`config.mk`:
```
export PLATFORM = sky130hd
export DESIGN_NAME = sce_top
export DESIGN_NICKNAME = d
export VERILOG_FILES = /design/src/core/sce_pkg.sv /design/src/core/sce_clkgen.sv /design/src/core/sce_sampler.sv /design/src/core/sce_top.sv
export VERILOG_INCLUDE_DIRS = /design/src /design/src/core
export SDC_FILE = /design/constraint.sdc
export NUM_CORES = 1
export LEC_CHECK = 0
export BUFFER_PORTS_ARGS = -buffer_cell sky130_fd_sc_hd__buf_2
export CORE_MARGIN = 2
export CORE_UTILIZATION = 62
export CTS_CLUSTER_SIZE = 25
export DETAILED_ROUTE_END_ITERATION = 6
export PLACE_DENSITY_LB_ADDON = 0.12
export SYNTH_ARGS = -nofsm -noshare
export SYNTH_HDL_FRONTEND = slang
export SYNTH_SLANG_ARGS = --single-unit
```
`constraint.sdc`:
```
create_clock -name aclk -period 7.4 [get_ports aclk]
set_clock_uncertainty 0.1 [all_clocks]
set_input_delay 1.48 -clock aclk [delete_from_list [all_inputs] [get_ports aclk]]
set_output_delay 1.48 -clock aclk [all_outputs]
set_load 0.05 [all_outputs]
```
`src/core/sce_consts.svh`:
```
/*
  Offsets, reset values and timing counts of the state capture engine.
  Assumes inclusion by bare name from the core files.
*/
`ifndef SCE_CONSTS_SVH
`define SCE_CONSTS_SVH

// register byte offsets
`define SCE_OFS_CTRL    8'h00
`define SCE_OFS_CMD     8'h04
`define SCE_OFS_STATUS  8'h08
`define SCE_OFS_RUNLEN  8'h0C
`define SCE_OFS_STEPSZ  8'h10
`define SCE_OFS_POS     8'h14
`define SCE_OFS_DATA    8'h18
`define SCE_OFS_DMASK   8'h1C
`define SCE_OFS_TRIG    8'h20
`define SCE_OFS_LINES   8'h24
`define SCE_OFS_OPDIV   8'h28
`define SCE_OFS_RATIO   8'h2C

// control register fields
`define SCE_CTRL_INTCLK 0
`define SCE_CTRL_FALL   1
`define SCE_CTRL_OCLKEN 2
`define SCE_CTRL_OCLKIN 3
`define SCE_CTRL_TRIGEN 4
`define SCE_CTRL_UNSUP  5
`define SCE_CTRL_RST    6'h01

// command register fields
`define SCE_CMD_START   0
`define SCE_CMD_STOP    1
`define SCE_CMD_CONT    2
`define SCE_CMD_STEP    3
`define SCE_CMD_ABORT   4

// depth limits: 100 MSample, or 50 MSample when two bytes per sample
`define SCE_LIM_NARROW  27'h5F5E100
`define SCE_LIM_WIDE    27'h2FAF080

// timing
`define SCE_CLK_HZ      32'h02FAF080
`define SCE_REF_HZ      32'h0BEBC200
`define SCE_MIN_OP_HZ   32'h00000320
`define SCE_MAX_HALF    16'(`SCE_CLK_HZ / (32'h2 * `SCE_MIN_OP_HZ))
`define SCE_TRIG_DLY    3'h5

`define SCE_RESP_OKAY   2'h0
`define SCE_RESP_SLVERR 2'h2

`endif

```
`src/core/sce_pkg.sv`:
```
/*
  Types of the state capture engine.
  Assumes nothing beyond a SystemVerilog compiler.
*/
package sce_pkg;
  typedef enum logic [2:0] {
    SCE_IDLE,
    SCE_WAIT_TRIG,
    SCE_DELAY,
    SCE_RUN,
    SCE_SUSP
  } sce_state_type;
endpackage

```
`src/core/sce_clkgen.sv`:
```
/*
  Operating clock enables and the divided output clock.
  Assumes aclk at 50 MHz and an external clock pin synchronous to it.
*/
`timescale 1ns/100ps
`default_nettype none
`include "sce_consts.svh"
module sce_clkgen import sce_pkg::*; (
  // clock and reset
  input  wire logic        aclk,
  input  wire logic        aresetn,
  // configuration
  input  wire logic        int_sel,
  input  wire logic [15:0] half_div,
  input  wire logic        ext_clk,
  input  wire logic        out_en,
  input  wire logic        out_inv,
  input  wire logic [15:0] out_ratio,
  // enables and pin
  output logic             op_rise,
  output logic             op_fall,
  output logic             out_clk
);
  typedef struct packed {
    logic [15:0] cnt;
    logic        ph;
    logic        ext_q;
    logic        rise;
    logic        fall;
    logic [15:0] ocnt;
    logic        oclk;
    logic        pin;
  } sce_clk_state_type;

  sce_clk_state_type s_reg, s_next;
  logic [15:0]       hd;
  logic [15:0]       rat;

  always_comb begin
    s_next = s_reg;
    // lowest internal rate kept at or above 800 Hz
    hd = (half_div == 16'h0) ? 16'h1 : (half_div > `SCE_MAX_HALF ? `SCE_MAX_HALF : half_div);
    rat = (out_ratio == 16'h0) ? 16'h1 : out_ratio;
    s_next.rise = 1'b0;
    s_next.fall = 1'b0;
    s_next.ext_q = ext_clk;
    if (int_sel) begin
      if (s_reg.cnt >= hd - 16'h1) begin
        s_next.cnt = 16'h0;
        s_next.ph = ~s_reg.ph;
        s_next.rise = ~s_reg.ph;
        s_next.fall = s_reg.ph;
      end else begin
        s_next.cnt = s_reg.cnt + 16'h1;
      end
    end else begin
      // external clock used undivided
      s_next.rise = ext_clk & ~s_reg.ext_q;
      s_next.fall = ~ext_clk & s_reg.ext_q;
    end
    // ratio half periods per output half period: ratio 1 mirrors the clock
    if (s_reg.rise | s_reg.fall) begin
      if (s_reg.ocnt >= rat - 16'h1) begin
        s_next.ocnt = 16'h0;
        s_next.oclk = ~s_reg.oclk;
      end else begin
        s_next.ocnt = s_reg.ocnt + 16'h1;
      end
    end
    s_next.pin = out_en & (s_next.oclk ^ out_inv);
  end

  always_ff @(posedge aclk) begin
    if (!aresetn) begin
      s_reg <= '0;
    end else begin
      s_reg <= s_next;
    end
  end

  assign op_rise = s_reg.rise;
  assign op_fall = s_reg.fall;
  assign out_clk = s_reg.pin;
endmodule
`default_nettype wire

```
`src/core/sce_sampler.sv`:
```
/*
  Connector sampler: masks the lines and matches the trigger pattern.
  Assumes data pins synchronous to aclk and a one-cycle sample enable.
*/
`timescale 1ns/100ps
`default_nettype none
module sce_sampler import sce_pkg::*; (
  // clock and reset
  input  wire logic        aclk,
  input  wire logic        aresetn,
  // sampling
  input  wire logic        tick,
  input  wire logic [15:0] data_in,
  input  wire logic [15:0] dmask,
  input  wire logic [15:0] tmask,
  input  wire logic [15:0] tval,
  // result
  output logic [15:0]      sample,
  output logic             sample_stb,
  output logic             trig_hit
);
  typedef struct packed {
    logic [15:0] q;
    logic        stb;
    logic        hit;
  } sce_smp_state_type;

  sce_smp_state_type s_reg, s_next;

  always_comb begin
    s_next = s_reg;
    s_next.stb = tick;
    s_next.hit = 1'b0;
    if (tick) begin
      // line n lands on bit n, disabled lines read zero
      s_next.q = data_in & dmask;
      s_next.hit = ((data_in ^ tval) & tmask) == 16'h0;
    end
  end

  always_ff @(posedge aclk) begin
    if (!aresetn) begin
      s_reg <= '0;
    end else begin
      s_reg <= s_next;
    end
  end

  assign sample = s_reg.q;
  assign sample_stb = s_reg.stb;
  assign trig_hit = s_reg.hit;
endmodule
`default_nettype wire

```
`src/core/sce_top.sv`:
```
/*
  State capture engine: AXI4-Lite registers, job sequencing and
  control line drive. Assumes one 50 MHz clock and synchronous pins.
*/
// The AXI4-Lite slave port and the placing of the registers were chosen for this implementation.
`timescale 1ns/100ps
`default_nettype none
`include "sce_consts.svh"
module sce_top import sce_pkg::*; (
  // clock and reset
  input  wire logic        aclk,
  input  wire logic        aresetn,
  // axi4-lite write
  input  wire logic [7:0]  s_axi_awaddr,
  input  wire logic        s_axi_awvalid,
  output logic             s_axi_awready,
  input  wire logic [31:0] s_axi_wdata,
  input  wire logic [3:0]  s_axi_wstrb,
  input  wire logic        s_axi_wvalid,
  output logic             s_axi_wready,
  output logic [1:0]       s_axi_bresp,
  output logic             s_axi_bvalid,
  input  wire logic        s_axi_bready,
  // axi4-lite read
  input  wire logic [7:0]  s_axi_araddr,
  input  wire logic        s_axi_arvalid,
  output logic             s_axi_arready,
  output logic [31:0]      s_axi_rdata,
  output logic [1:0]       s_axi_rresp,
  output logic             s_axi_rvalid,
  input  wire logic        s_axi_rready,
  // connector
  input  wire logic [15:0] data_in,
  input  wire logic        ext_clk_in,
  output logic [5:0]       ctrl_out,
  output logic [5:0]       ctrl_oe_n,
  output logic             out_clk
);
  typedef struct packed {
    logic          awready;
    logic          wready;
    logic          bvalid;
    logic [1:0]    bresp;
    logic          arready;
    logic          rvalid;
    logic [1:0]    rresp;
    logic [31:0]   rdata;
    logic          aw_have;
    logic          w_have;
    logic [7:0]    waddr;
    logic [31:0]   wdata;
    logic [3:0]    wstrb;
    logic [5:0]    ctrl;
    logic [26:0]   run_len;
    logic [26:0]   step_sz;
    logic [26:0]   job_len;
    logic [26:0]   pos;
    logic [26:0]   burst_left;
    logic [15:0]   dmask;
    logic [15:0]   tmask;
    logic [15:0]   tval;
    logic [5:0]    lvl;
    logic [5:0]    len;
    logic [15:0]   half_div;
    logic [15:0]   ratio;
    logic [15:0]   data_q;
    logic          data_v;
    logic          ovf;
    logic          done;
    logic          stepping;
    logic [2:0]    dly;
    logic [5:0]    ctrl_o;
    logic [5:0]    ctrl_oe_n;
    sce_state_type st;
  } sce_top_state_type;

  sce_top_state_type s_reg, s_next;
  logic              op_rise;
  logic              op_fall;
  logic [15:0]       sample;
  logic              sample_stb;
  logic              trig_hit;
  logic [4:0]        cmd;
  logic              wr_do;
  logic [31:0]       wm;
  logic [26:0]       lim;
  logic              popped;

  function automatic logic [31:0] sce_merge(input logic [31:0] old, input logic [31:0] nw,
                                            input logic [3:0] strb);
    logic [31:0] r;
    r = old;
    for (int i = 0; i < 4; i++) begin
      if (strb[i]) begin
        r[8*i +: 8] = nw[8*i +: 8];
      end
    end
    return r;
  endfunction

  function automatic logic [26:0] sce_clamp(input logic [26:0] v, input logic [26:0] hi);
    return (v == 27'h0) ? 27'h1 : ((v > hi) ? hi : v);
  endfunction

  sce_clkgen u_clkgen (
    .aclk      (aclk),
    .aresetn   (aresetn),
    .int_sel   (s_reg.ctrl[`SCE_CTRL_INTCLK]),
    .half_div  (s_reg.half_div),
    .ext_clk   (ext_clk_in),
    .out_en    (s_reg.ctrl[`SCE_CTRL_OCLKEN]),
    .out_inv   (s_reg.ctrl[`SCE_CTRL_OCLKIN]),
    .out_ratio (s_reg.ratio),
    .op_rise   (op_rise),
    .op_fall   (op_fall),
    .out_clk   (out_clk)
  );

  sce_sampler u_sampler (
    .aclk       (aclk),
    .aresetn    (aresetn),
    .tick       (s_reg.ctrl[`SCE_CTRL_FALL] ? op_fall : op_rise),
    .data_in    (data_in),
    .dmask      (s_reg.dmask),
    .tmask      (s_reg.tmask),
    .tval       (s_reg.tval),
    .sample     (sample),
    .sample_stb (sample_stb),
    .trig_hit   (trig_hit)
  );

  always_comb begin
    s_next = s_reg;
    popped = 1'b0;
    // two bytes per sample once any upper line is enabled
    lim = (|s_reg.dmask[15:8]) ? `SCE_LIM_WIDE : `SCE_LIM_NARROW;
    // write channel: address and data taken in either order
    if (s_axi_awvalid && s_reg.awready) begin
      s_next.aw_have = 1'b1;
      s_next.waddr = {s_axi_awaddr[7:2], 2'b00};
    end
    if (s_axi_wvalid && s_reg.wready) begin
      s_next.w_have = 1'b1;
      s_next.wdata = s_axi_wdata;
      s_next.wstrb = s_axi_wstrb;
    end
    if (s_reg.bvalid && s_axi_bready) begin
      s_next.bvalid = 1'b0;
    end
    wr_do = s_reg.aw_have && s_reg.w_have && !s_reg.bvalid;
    wm = s_reg.wdata;
    cmd = 5'h0;
    if (wr_do) begin
      s_next.aw_have = 1'b0;
      s_next.w_have = 1'b0;
      s_next.bvalid = 1'b1;
      s_next.bresp = `SCE_RESP_OKAY;
      unique case (s_reg.waddr)
        `SCE_OFS_CTRL: begin
          wm = sce_merge({26'h0, s_reg.ctrl}, s_reg.wdata, s_reg.wstrb);
          s_next.ctrl = wm[5:0];
        end
        `SCE_OFS_CMD: cmd = s_reg.wstrb[0] ? s_reg.wdata[4:0] : 5'h0;
        `SCE_OFS_RUNLEN: begin
          wm = sce_merge({5'h0, s_reg.run_len}, s_reg.wdata, s_reg.wstrb);
          s_next.run_len = wm[26:0];
        end
        `SCE_OFS_STEPSZ: begin
          wm = sce_merge({5'h0, s_reg.step_sz}, s_reg.wdata, s_reg.wstrb);
          s_next.step_sz = wm[26:0];
        end
        `SCE_OFS_DMASK: begin
          wm = sce_merge({16'h0, s_reg.dmask}, s_reg.wdata, s_reg.wstrb);
          s_next.dmask = wm[15:0];
        end
        `SCE_OFS_TRIG: begin
          wm = sce_merge({s_reg.tval, s_reg.tmask}, s_reg.wdata, s_reg.wstrb);
          s_next.tmask = wm[15:0];
          s_next.tval = wm[31:16];
        end
        `SCE_OFS_LINES: begin
          wm = sce_merge({18'h0, s_reg.len, 2'h0, s_reg.lvl}, s_reg.wdata, s_reg.wstrb);
          s_next.lvl = wm[5:0];
          s_next.len = wm[13:8];
        end
        `SCE_OFS_OPDIV: begin
          wm = sce_merge({16'h0, s_reg.half_div}, s_reg.wdata, s_reg.wstrb);
          s_next.half_div = wm[15:0];
        end
        `SCE_OFS_RATIO: begin
          wm = sce_merge({16'h0, s_reg.ratio}, s_reg.wdata, s_reg.wstrb);
          s_next.ratio = wm[15:0];
        end
        `SCE_OFS_STATUS, `SCE_OFS_POS, `SCE_OFS_DATA: s_next.bresp = `SCE_RESP_OKAY;
        default: s_next.bresp = `SCE_RESP_SLVERR;
      endcase
    end
    // read channel: answer one cycle after the address is taken
    if (s_reg.rvalid && s_axi_rready) begin
      s_next.rvalid = 1'b0;
    end
    if (s_axi_arvalid && s_reg.arready) begin
      s_next.rvalid = 1'b1;
      s_next.rresp = `SCE_RESP_OKAY;
      unique case ({s_axi_araddr[7:2], 2'b00})
        `SCE_OFS_CTRL:   s_next.rdata = {26'h0, s_reg.ctrl};
        `SCE_OFS_CMD:    s_next.rdata = 32'h0;
        `SCE_OFS_STATUS: s_next.rdata = {26'h0, s_reg.data_v, s_reg.done, s_reg.ovf, s_reg.st};
        `SCE_OFS_RUNLEN: s_next.rdata = {5'h0, s_reg.run_len};
        `SCE_OFS_STEPSZ: s_next.rdata = {5'h0, s_reg.step_sz};
        `SCE_OFS_POS:    s_next.rdata = {5'h0, s_reg.pos};
        `SCE_OFS_DATA: begin
          s_next.rdata = {16'h0, s_reg.data_q};
          popped = 1'b1;
        end
        `SCE_OFS_DMASK:  s_next.rdata = {16'h0, s_reg.dmask};
        `SCE_OFS_TRIG:   s_next.rdata = {s_reg.tval, s_reg.tmask};
        `SCE_OFS_LINES:  s_next.rdata = {18'h0, s_reg.len, 2'h0, s_reg.lvl};
        `SCE_OFS_OPDIV:  s_next.rdata = {16'h0, s_reg.half_div};
        `SCE_OFS_RATIO:  s_next.rdata = {16'h0, s_reg.ratio};
        default: begin
          s_next.rdata = 32'h0;
          s_next.rresp = `SCE_RESP_SLVERR;
        end
      endcase
    end
    if (popped) begin
      s_next.data_v = 1'b0;
    end
    // job sequencing
    unique case (s_reg.st)
      SCE_IDLE: begin
        if (cmd[`SCE_CMD_START] || cmd[`SCE_CMD_STEP]) begin
          s_next.ovf = 1'b0;
          s_next.done = 1'b0;
          s_next.data_v = 1'b0;
          s_next.pos = 27'h0;
          s_next.job_len = sce_clamp(s_reg.run_len, lim);
          s_next.stepping = !cmd[`SCE_CMD_START];
          s_next.burst_left = sce_clamp(s_reg.step_sz, sce_clamp(s_reg.run_len, lim));
          s_next.st = s_reg.ctrl[`SCE_CTRL_TRIGEN] ? SCE_WAIT_TRIG : SCE_RUN;
        end
      end
      SCE_WAIT_TRIG: begin
        if (trig_hit) begin
          s_next.dly = `SCE_TRIG_DLY;
          s_next.st = SCE_DELAY;
        end
      end
      SCE_DELAY: begin
        if (op_rise) begin
          s_next.dly = s_reg.dly - 3'h1;
          if (s_reg.dly == 3'h1) begin
            s_next.st = SCE_RUN;
          end
        end
      end
      SCE_RUN: begin
        if (sample_stb) begin
          if (s_reg.data_v && !popped) begin
            // unread word kept: it was captured before the fault
            s_next.ovf = 1'b1;
            s_next.st = SCE_IDLE;
          end else begin
            s_next.data_q = sample;
            s_next.data_v = 1'b1;
            s_next.pos = s_reg.pos + 27'h1;
            s_next.burst_left = s_reg.burst_left - 27'h1;
            if (s_reg.pos + 27'h1 == s_reg.job_len) begin
              s_next.done = 1'b1;
              s_next.st = SCE_IDLE;
            end else if (s_reg.stepping && s_reg.burst_left == 27'h1) begin
              s_next.st = SCE_SUSP;
            end
          end
        end else if (cmd[`SCE_CMD_STOP] && !s_reg.ctrl[`SCE_CTRL_UNSUP]) begin
          s_next.st = SCE_SUSP;
        end
      end
      SCE_SUSP: begin
        if (cmd[`SCE_CMD_CONT]) begin
          s_next.stepping = 1'b0;
          s_next.st = SCE_RUN;
        end else if (cmd[`SCE_CMD_STEP]) begin
          s_next.stepping = 1'b1;
          s_next.burst_left = sce_clamp(s_reg.step_sz, s_reg.job_len - s_reg.pos);
          s_next.st = SCE_RUN;
        end
      end
      default: s_next.st = SCE_IDLE;
    endcase
    if (cmd[`SCE_CMD_ABORT] && s_reg.st != SCE_IDLE) begin
      s_next.st = SCE_IDLE;
    end
    // lines float while idle, those set in len hold host levels during a job
    s_next.ctrl_o = s_reg.lvl;
    s_next.ctrl_oe_n = (s_next.st != SCE_IDLE) ? ~s_reg.len : 6'h3F;
    s_next.awready = !s_next.aw_have && !s_next.bvalid;
    s_next.wready = !s_next.w_have && !s_next.bvalid;
    s_next.arready = !s_next.rvalid;
  end

  always_ff @(posedge aclk) begin
    if (!aresetn) begin
      s_reg <= '0;
      s_reg.ctrl <= `SCE_CTRL_RST;
      s_reg.ctrl_oe_n <= 6'h3F;
      s_reg.st <= SCE_IDLE;
    end else begin
      s_reg <= s_next;
    end
  end

  assign s_axi_awready = s_reg.awready;
  assign s_axi_wready = s_reg.wready;
  assign s_axi_bresp = s_reg.bresp;
  assign s_axi_bvalid = s_reg.bvalid;
  assign s_axi_arready = s_reg.arready;
  assign s_axi_rdata = s_reg.rdata;
  assign s_axi_rresp = s_reg.rresp;
  assign s_axi_rvalid = s_reg.rvalid;
  assign ctrl_out = s_reg.ctrl_o;
  assign ctrl_oe_n = s_reg.ctrl_oe_n;
endmodule
`default_nettype wire

```
* Word-level counts from Yosys, hierarchy flattened *
Cells that the tools add are included.
W data, S select, Z words.

word-level totals
  bits of input ports = 76
  output and inout bits = 54
  register bits after elaboration = 412
  logic and storage cells = 262

cells by class
  bitwise logic cells = 14
  magnitude comparators = 6
  add/sub/neg operators = 8
  equal/unequal tests = 39
  muxes and demuxes = 67
  reduce and logical (&&, ||, !) cells = 71

operators with widths
  kind                     count
  $pmux W32 S11            1
  $mux W27                 9
  $mux W54                 3
  $gt A27 B27 Y1           3
  $pmux W27 S3             1
  $mux W16                 5
  $reduce_and A3 Y1        24
  $logic_not A27 Y1        2
  $pmux W27 S2             1
  $eq A6 B3 Y1 const B     8
  $eq A6 B4 Y1 const B     8
  $logic_not A16 Y1        3
  $mux W3                  16
  $mux W35                 1
  $add A16 B1 Y16 const B  2
  $and A16 B16 Y16         2
  $ge A16 B16 Y1           2
  $sub A16 B1 Y16 const B  2
  $add A27 B1 Y27 const B  1
  $eq A27 B1 Y1 const B    1
  $eq A27 B27 Y1           1
  $sub A27 B1 Y27 const B  1
  $sub A27 B27 Y27         1
  $eq A6 B2 Y1 const B     4
  other kinds (36)         103

* Logic depth before layout (Yosys ltp) *
  depth in word-level cells = 11
  mapped depth = 25
  depth with buffers taken out = 21

* Modules after synthesis *
A second synthesis with hierarchy kept.

unflattened totals
  cells, all modules = 3,001
  area total of the unflattened synthesis = 23,911.7 µm²

by module, submodules not included
  module       cells each  area an instance (µm²)  times used  sequential area each (µm²)
  sce_top      2,528       19,959.1                1           7,086.8
  sce_clkgen   375         3,045.4                 1           760.7
  sce_sampler  98          907.1                   1           360.3

* Worst setup path after synthesis *
Ideal clock, no wire load.

  path type = reg2reg
  start point = reg s_reg[125] (netlist name)
  end point = reg s_reg[156] (netlist name)
  data arrival time = 5,342 ps
  stages on the path, launching flop included = 25
  period minus slack after synthesis = 5,570 ps
  setup slack = 1,830 ps
  data required time = 7,172 ps
  setup time = 128 ps
  buffers on the path = 3
  cells stage by stage = dfxtp_1 > or4_1 > nor2_1 > inv_1 > ha_1 > nor2b_1 > or4_1 > a211oi_1 > or2_1 > clkbuf_1 > nand2_1 > a21oi_1 > inv_1 > ha_1 > a211oi_1 > o211ai_1 > nor2_1 > o21ai_1 > a311oi_1 > or2_2 > clkbuf_1 > clkbuf_1 > nor2_1 > a221oi_1 > a21oi_1

between the ends
  cells in the longest elaborated chain, start to end = 10

RTL lines
  item                      line            RTL
  from (decl)               sce_top.sv:77   sce_top_state_type s_reg, s_next;
  from (signal assigned)    sce_top.sv:310  s_reg <= s_next;
  $reduce_or A8 Y1 *        sce_top.sv:136  lim = (|s_reg.dmask[15:8]) ? `SCE_LIM_WIDE : `SCE_LIM_NARROW;
  $mux W27 (no line) *      n/a
  $gt A27 B27 Y1            sce_top.sv:102  return (v == 27'h0) ? 27'h1 : ((v > hi) ? hi : v);
  $mux W27 * (2 in series)  sce_top.sv:102
  $gt A27 B27 Y1            sce_top.sv:102
  $mux W27 * (2 in series)  sce_top.sv:102
  $mux W54 *                sce_top.sv:233  if (cmd[`SCE_CMD_START] || cmd[`SCE_CMD_STEP]) begin
  $pmux W27 S3 *            sce_top.sv:231  unique case (s_reg.st)

Every way passes the cells marked *; elsewhere a longest branch is shown, timed or not. The select of a mux whose other input is x is not followed.
A chain may end at the register's enable or synchronous reset.

* Worst setup path in the final report *
Ends and elaborated chain as after synthesis.

==> metrics.md <==
| Metric | Value |
|---|---|
| Critical Path Sink Type | `flop` |
| Die area | `41,270 um^2` |
| PortBufs | `123` |
| Post-route minimum period | `6.699 ns` |
| Worst-path cell chain | `or4_1, nor2_1, inv_1, ha_1, nand4_1, nor3_1, a211oi_1, nor2_1, nand2_1, a21oi_1, inv_1, ha_1, nand4_1, nor2_1, nand2_1, o21ai_1, a311oi_2, buf_4, nor2_1, o22ai_1, a221oi_1, a21oi_1` |
| CP Buf/Inv Count | `3` |
| Cell taking the most area after synthesis | `dfxtp_1` |
| Number of synthesized flops with an enable pin | `0` |
| Netlist cell types | `93` |
| Vias in the first global route | `21,380` |
| Die span in y | `203.2 um` |
| First-pass GRT wire length | `122,700 um` |
| Area of the core | `38,920 um^2` |
| Post-synthesis mux area share | `0.07042` |
| H-tree depth | `2` |
| Post-Syn Area | `24,590 um^2` |
| Row count | `72` |
| Via count | `22,700` |
| Post-cts sizing count | `0` |
| Power density over cell area | `184.0 nW/um^2` |
| Worst min-delay path class | `reg -> reg` |
| Post-synthesis sequential area ratio | `0.3338` |
| Layout area overhead | `9.057%` |
| GRT Residual Overflow | `0` |
| Outcome | `complete, but fails checks` |
| Final Net Count | `3,167` |
| Xor-xnor portion of the synthesized cell area | `0.04702` |
| Fillers | `3,250` |
| Family with the most delay on the worst path | `simple AND/OR/NAND/NOR gates` |
| Num CTS Buffers | `45` |
| Initial antenna violation count | `1` |
| Max Cap Viol | `0` |
| Asr flop ratio synth | `0` |
| Fin. max-slew vios | `0` |
| Routed Antenna Nets | `0` |
| Relative slew slack | `0.04834` |
| Crit start category | `flop` |
| Drt wl/cell | `roughly 23 um` |
| CTS tree | `built` |
| Max incr delay on CP | `0.61 ns` |
| Final Hold Viols | `0` |
| Largest net degree at the start of global routing | `108` |
| Static leakage | `approximately 11 nW` |
| DR iter-0 viols | `2,718` |
| Worst Path Max Fanout | `19` |
| Starting Density | `0.6318` |
| Clock root cell | `clkbuf_16` |
| DP HPWL | `60,270 um` |
| Critical path class | `reg -> reg` |
| Peak Freq | `0.1493 GHz` |
| Synth top area share | `0.3338` |
| RSZ-0062 raised after global routing | `no` |
| IO Pins | `between 100 and 150` |
| Crit path DAT | `7.04 ns` |
| Clk pin slew, worst setup/hold paths | `0.06 ns` |
| Vias per inst | `6.457` |
| Routed wire length | `80,560 um` |
| Final Setup Violations | `0` |
| Die width | `203.2 um` |
| Synth Area per Inst | `8.277 um^2` |
| Drt pass-1 iters | `7` |
| Yosys reg bits | `410` |
| Tcrit/Tclk final | `0.9053` |
| Violated checks | `DRC` |
| Post-CTS setup buffer count | `0` |
| Setup TNS | `0 ns` |
| Top cells by count, synth | `410 x dfxtp_1, 348 x nand2_1, 193 x nor2b_1` |
| Largest register FFs | `297` |
| DRC errors left | `3` |
| Final cell count without fillers | `3,515` |
| Sink Count | `roughly 400` |
| Adder and majority gate portion of the synthesized area | `0.06747` |
| Global placement routability congestion | `1.009` |
| Ys flop type | `dfxtp_1` |
| Hold_buf cts | `0` |
| DP Cell Count | `3,430` |
| WP data required | `7.74 ns` |
| All-Layer GR Usage | `0.3834` |
| Layout cells sized above 1 | `0.1018` |
| Number of warnings issued by yosys | `0` |
| Critical Path Most Common Cell | `nor2_1` |
| Most frequent cell after synthesis | `dfxtp_1` |
| Clk_lat worst skew | `~0.60 ns` |
| Worst-case clock buffer depth | `3` |
| Compound-Gate Fraction of Synth Area | `0.1974` |
| Setup slack, reg-to-reg | `0.70 ns` |
| Slowest cell on crit path | `nor2_1` |
| Layout Utilization | `0.6891` |
| Top cells by area, synth | `dfxtp_1 33%, ha_1 6.7%, mux2i_1 5.9%` |
| VDD IR max | `213.4 uV` |
| Syn Inst Count | `2,971` |
| Least-Margin Pin Slew | `1.422 ns` |
| Largest family of logic cells by synthesized area | `simple AND/OR/NAND/NOR gates` |
| Simple-gate share of the synthesized area | `0.2306` |
## logic make-up (layout without fill, tap and decap cells)
group / count (synthesis) / count (layout)
AO/OA/AOI/OAI: 723 / 723
XOR/XNOR: 132 / 132
adder cells (fa/ha/maj): 132 / 132
buffers and inverters: 288 / 312
flip-flops: 410 / 410
multiplexers: 166 / 166
other: 2 / 4
AND/OR/NAND/NOR: 1118 / 1118
## layout by cell type, fill, tap and decap left out, types with 45 or more instances in the layout
master	count
o21ai_0	138
nand2_1	348
nor2_1	165
mux2i_1	146
nand3_1	76
buf_2	122
xor2_1	71
inv_1	63
nor3_1	65
clkbuf_16	45
ha_1	131
nand4_1	46
a21boi_0	95
and2_1	47
a21oi_1	138
xnor2_1	61
nor2b_1	193
dfxtp_1	410
## layer usage
metal	global-route usage	wire length, um	up-vias
met2	0.5783	33920	1190
met1	0.5303	34090	10740
met3	0.07766	8863	219
met5	0	0	-
li1	-	-	10550
met4	0.1718	3687	0
## stage by stage
step / worst slack (ns) / hold slack (ns) / power [mW] / instance area, um^2
after global routing: 0.3861 / 0.3179 / 5.038 / 26820
after CTS: 0.8334 / 0.3000 / 4.940 / 26810
after detailed placement: 0.9082 / 0.2852 / 2.487 / 25160
final: 0.7011 / 0.3028 / 4.934 / 26820
after global placement: 1.066 / 0.2965 / 2.482 / 25160
after floorplan: 1.830 / 0.2676 / 2.413 / 24590
## worst paths after layout
kind	startpoint	end	cells after the start
min reg2reg	s_reg[70]$_SDFFE_PN0P_	ctrl_oe_n[0]$_SDFF_PN1_	1
max	s_reg[125]$_SDFFE_PN0P_	s_reg[156]$_SDFFE_PN0P_	22
max reg2reg	s_reg[125]$_SDFFE_PN0P_	s_reg[156]$_SDFFE_PN0P_	22
min	s_reg[70]$_SDFFE_PN0P_	ctrl_oe_n[0]$_SDFF_PN1_	1
## power by group
group	total [mW]	leakage, nW	switching, mW	internal [mW]
clock	2.49	0.818	0.978	1.51
sequential	2.26	3.31	0.0290	2.23
combinational	0.188	6.61	0.121	0.0671
## cell type report
cell class / count / area (um^2) / area share
multi-input cells: 2274 / 15140 / 0.5644
flip-flops and latches: 410 / 8208 / 0.3061
clock buffers: 65 / 1341 / 0.05002
repair buffers: 162 / 917.1 / 0.03420
well taps: 518 / 648.1 / 0.02417
clock inverters: 19 / 316.6 / 0.01180
inverters: 66 / 247.7 / 0.009238
diodes: 1 / 2.502 / 0.00009331
No activity file was read; power rests on OpenSTA's default activity.
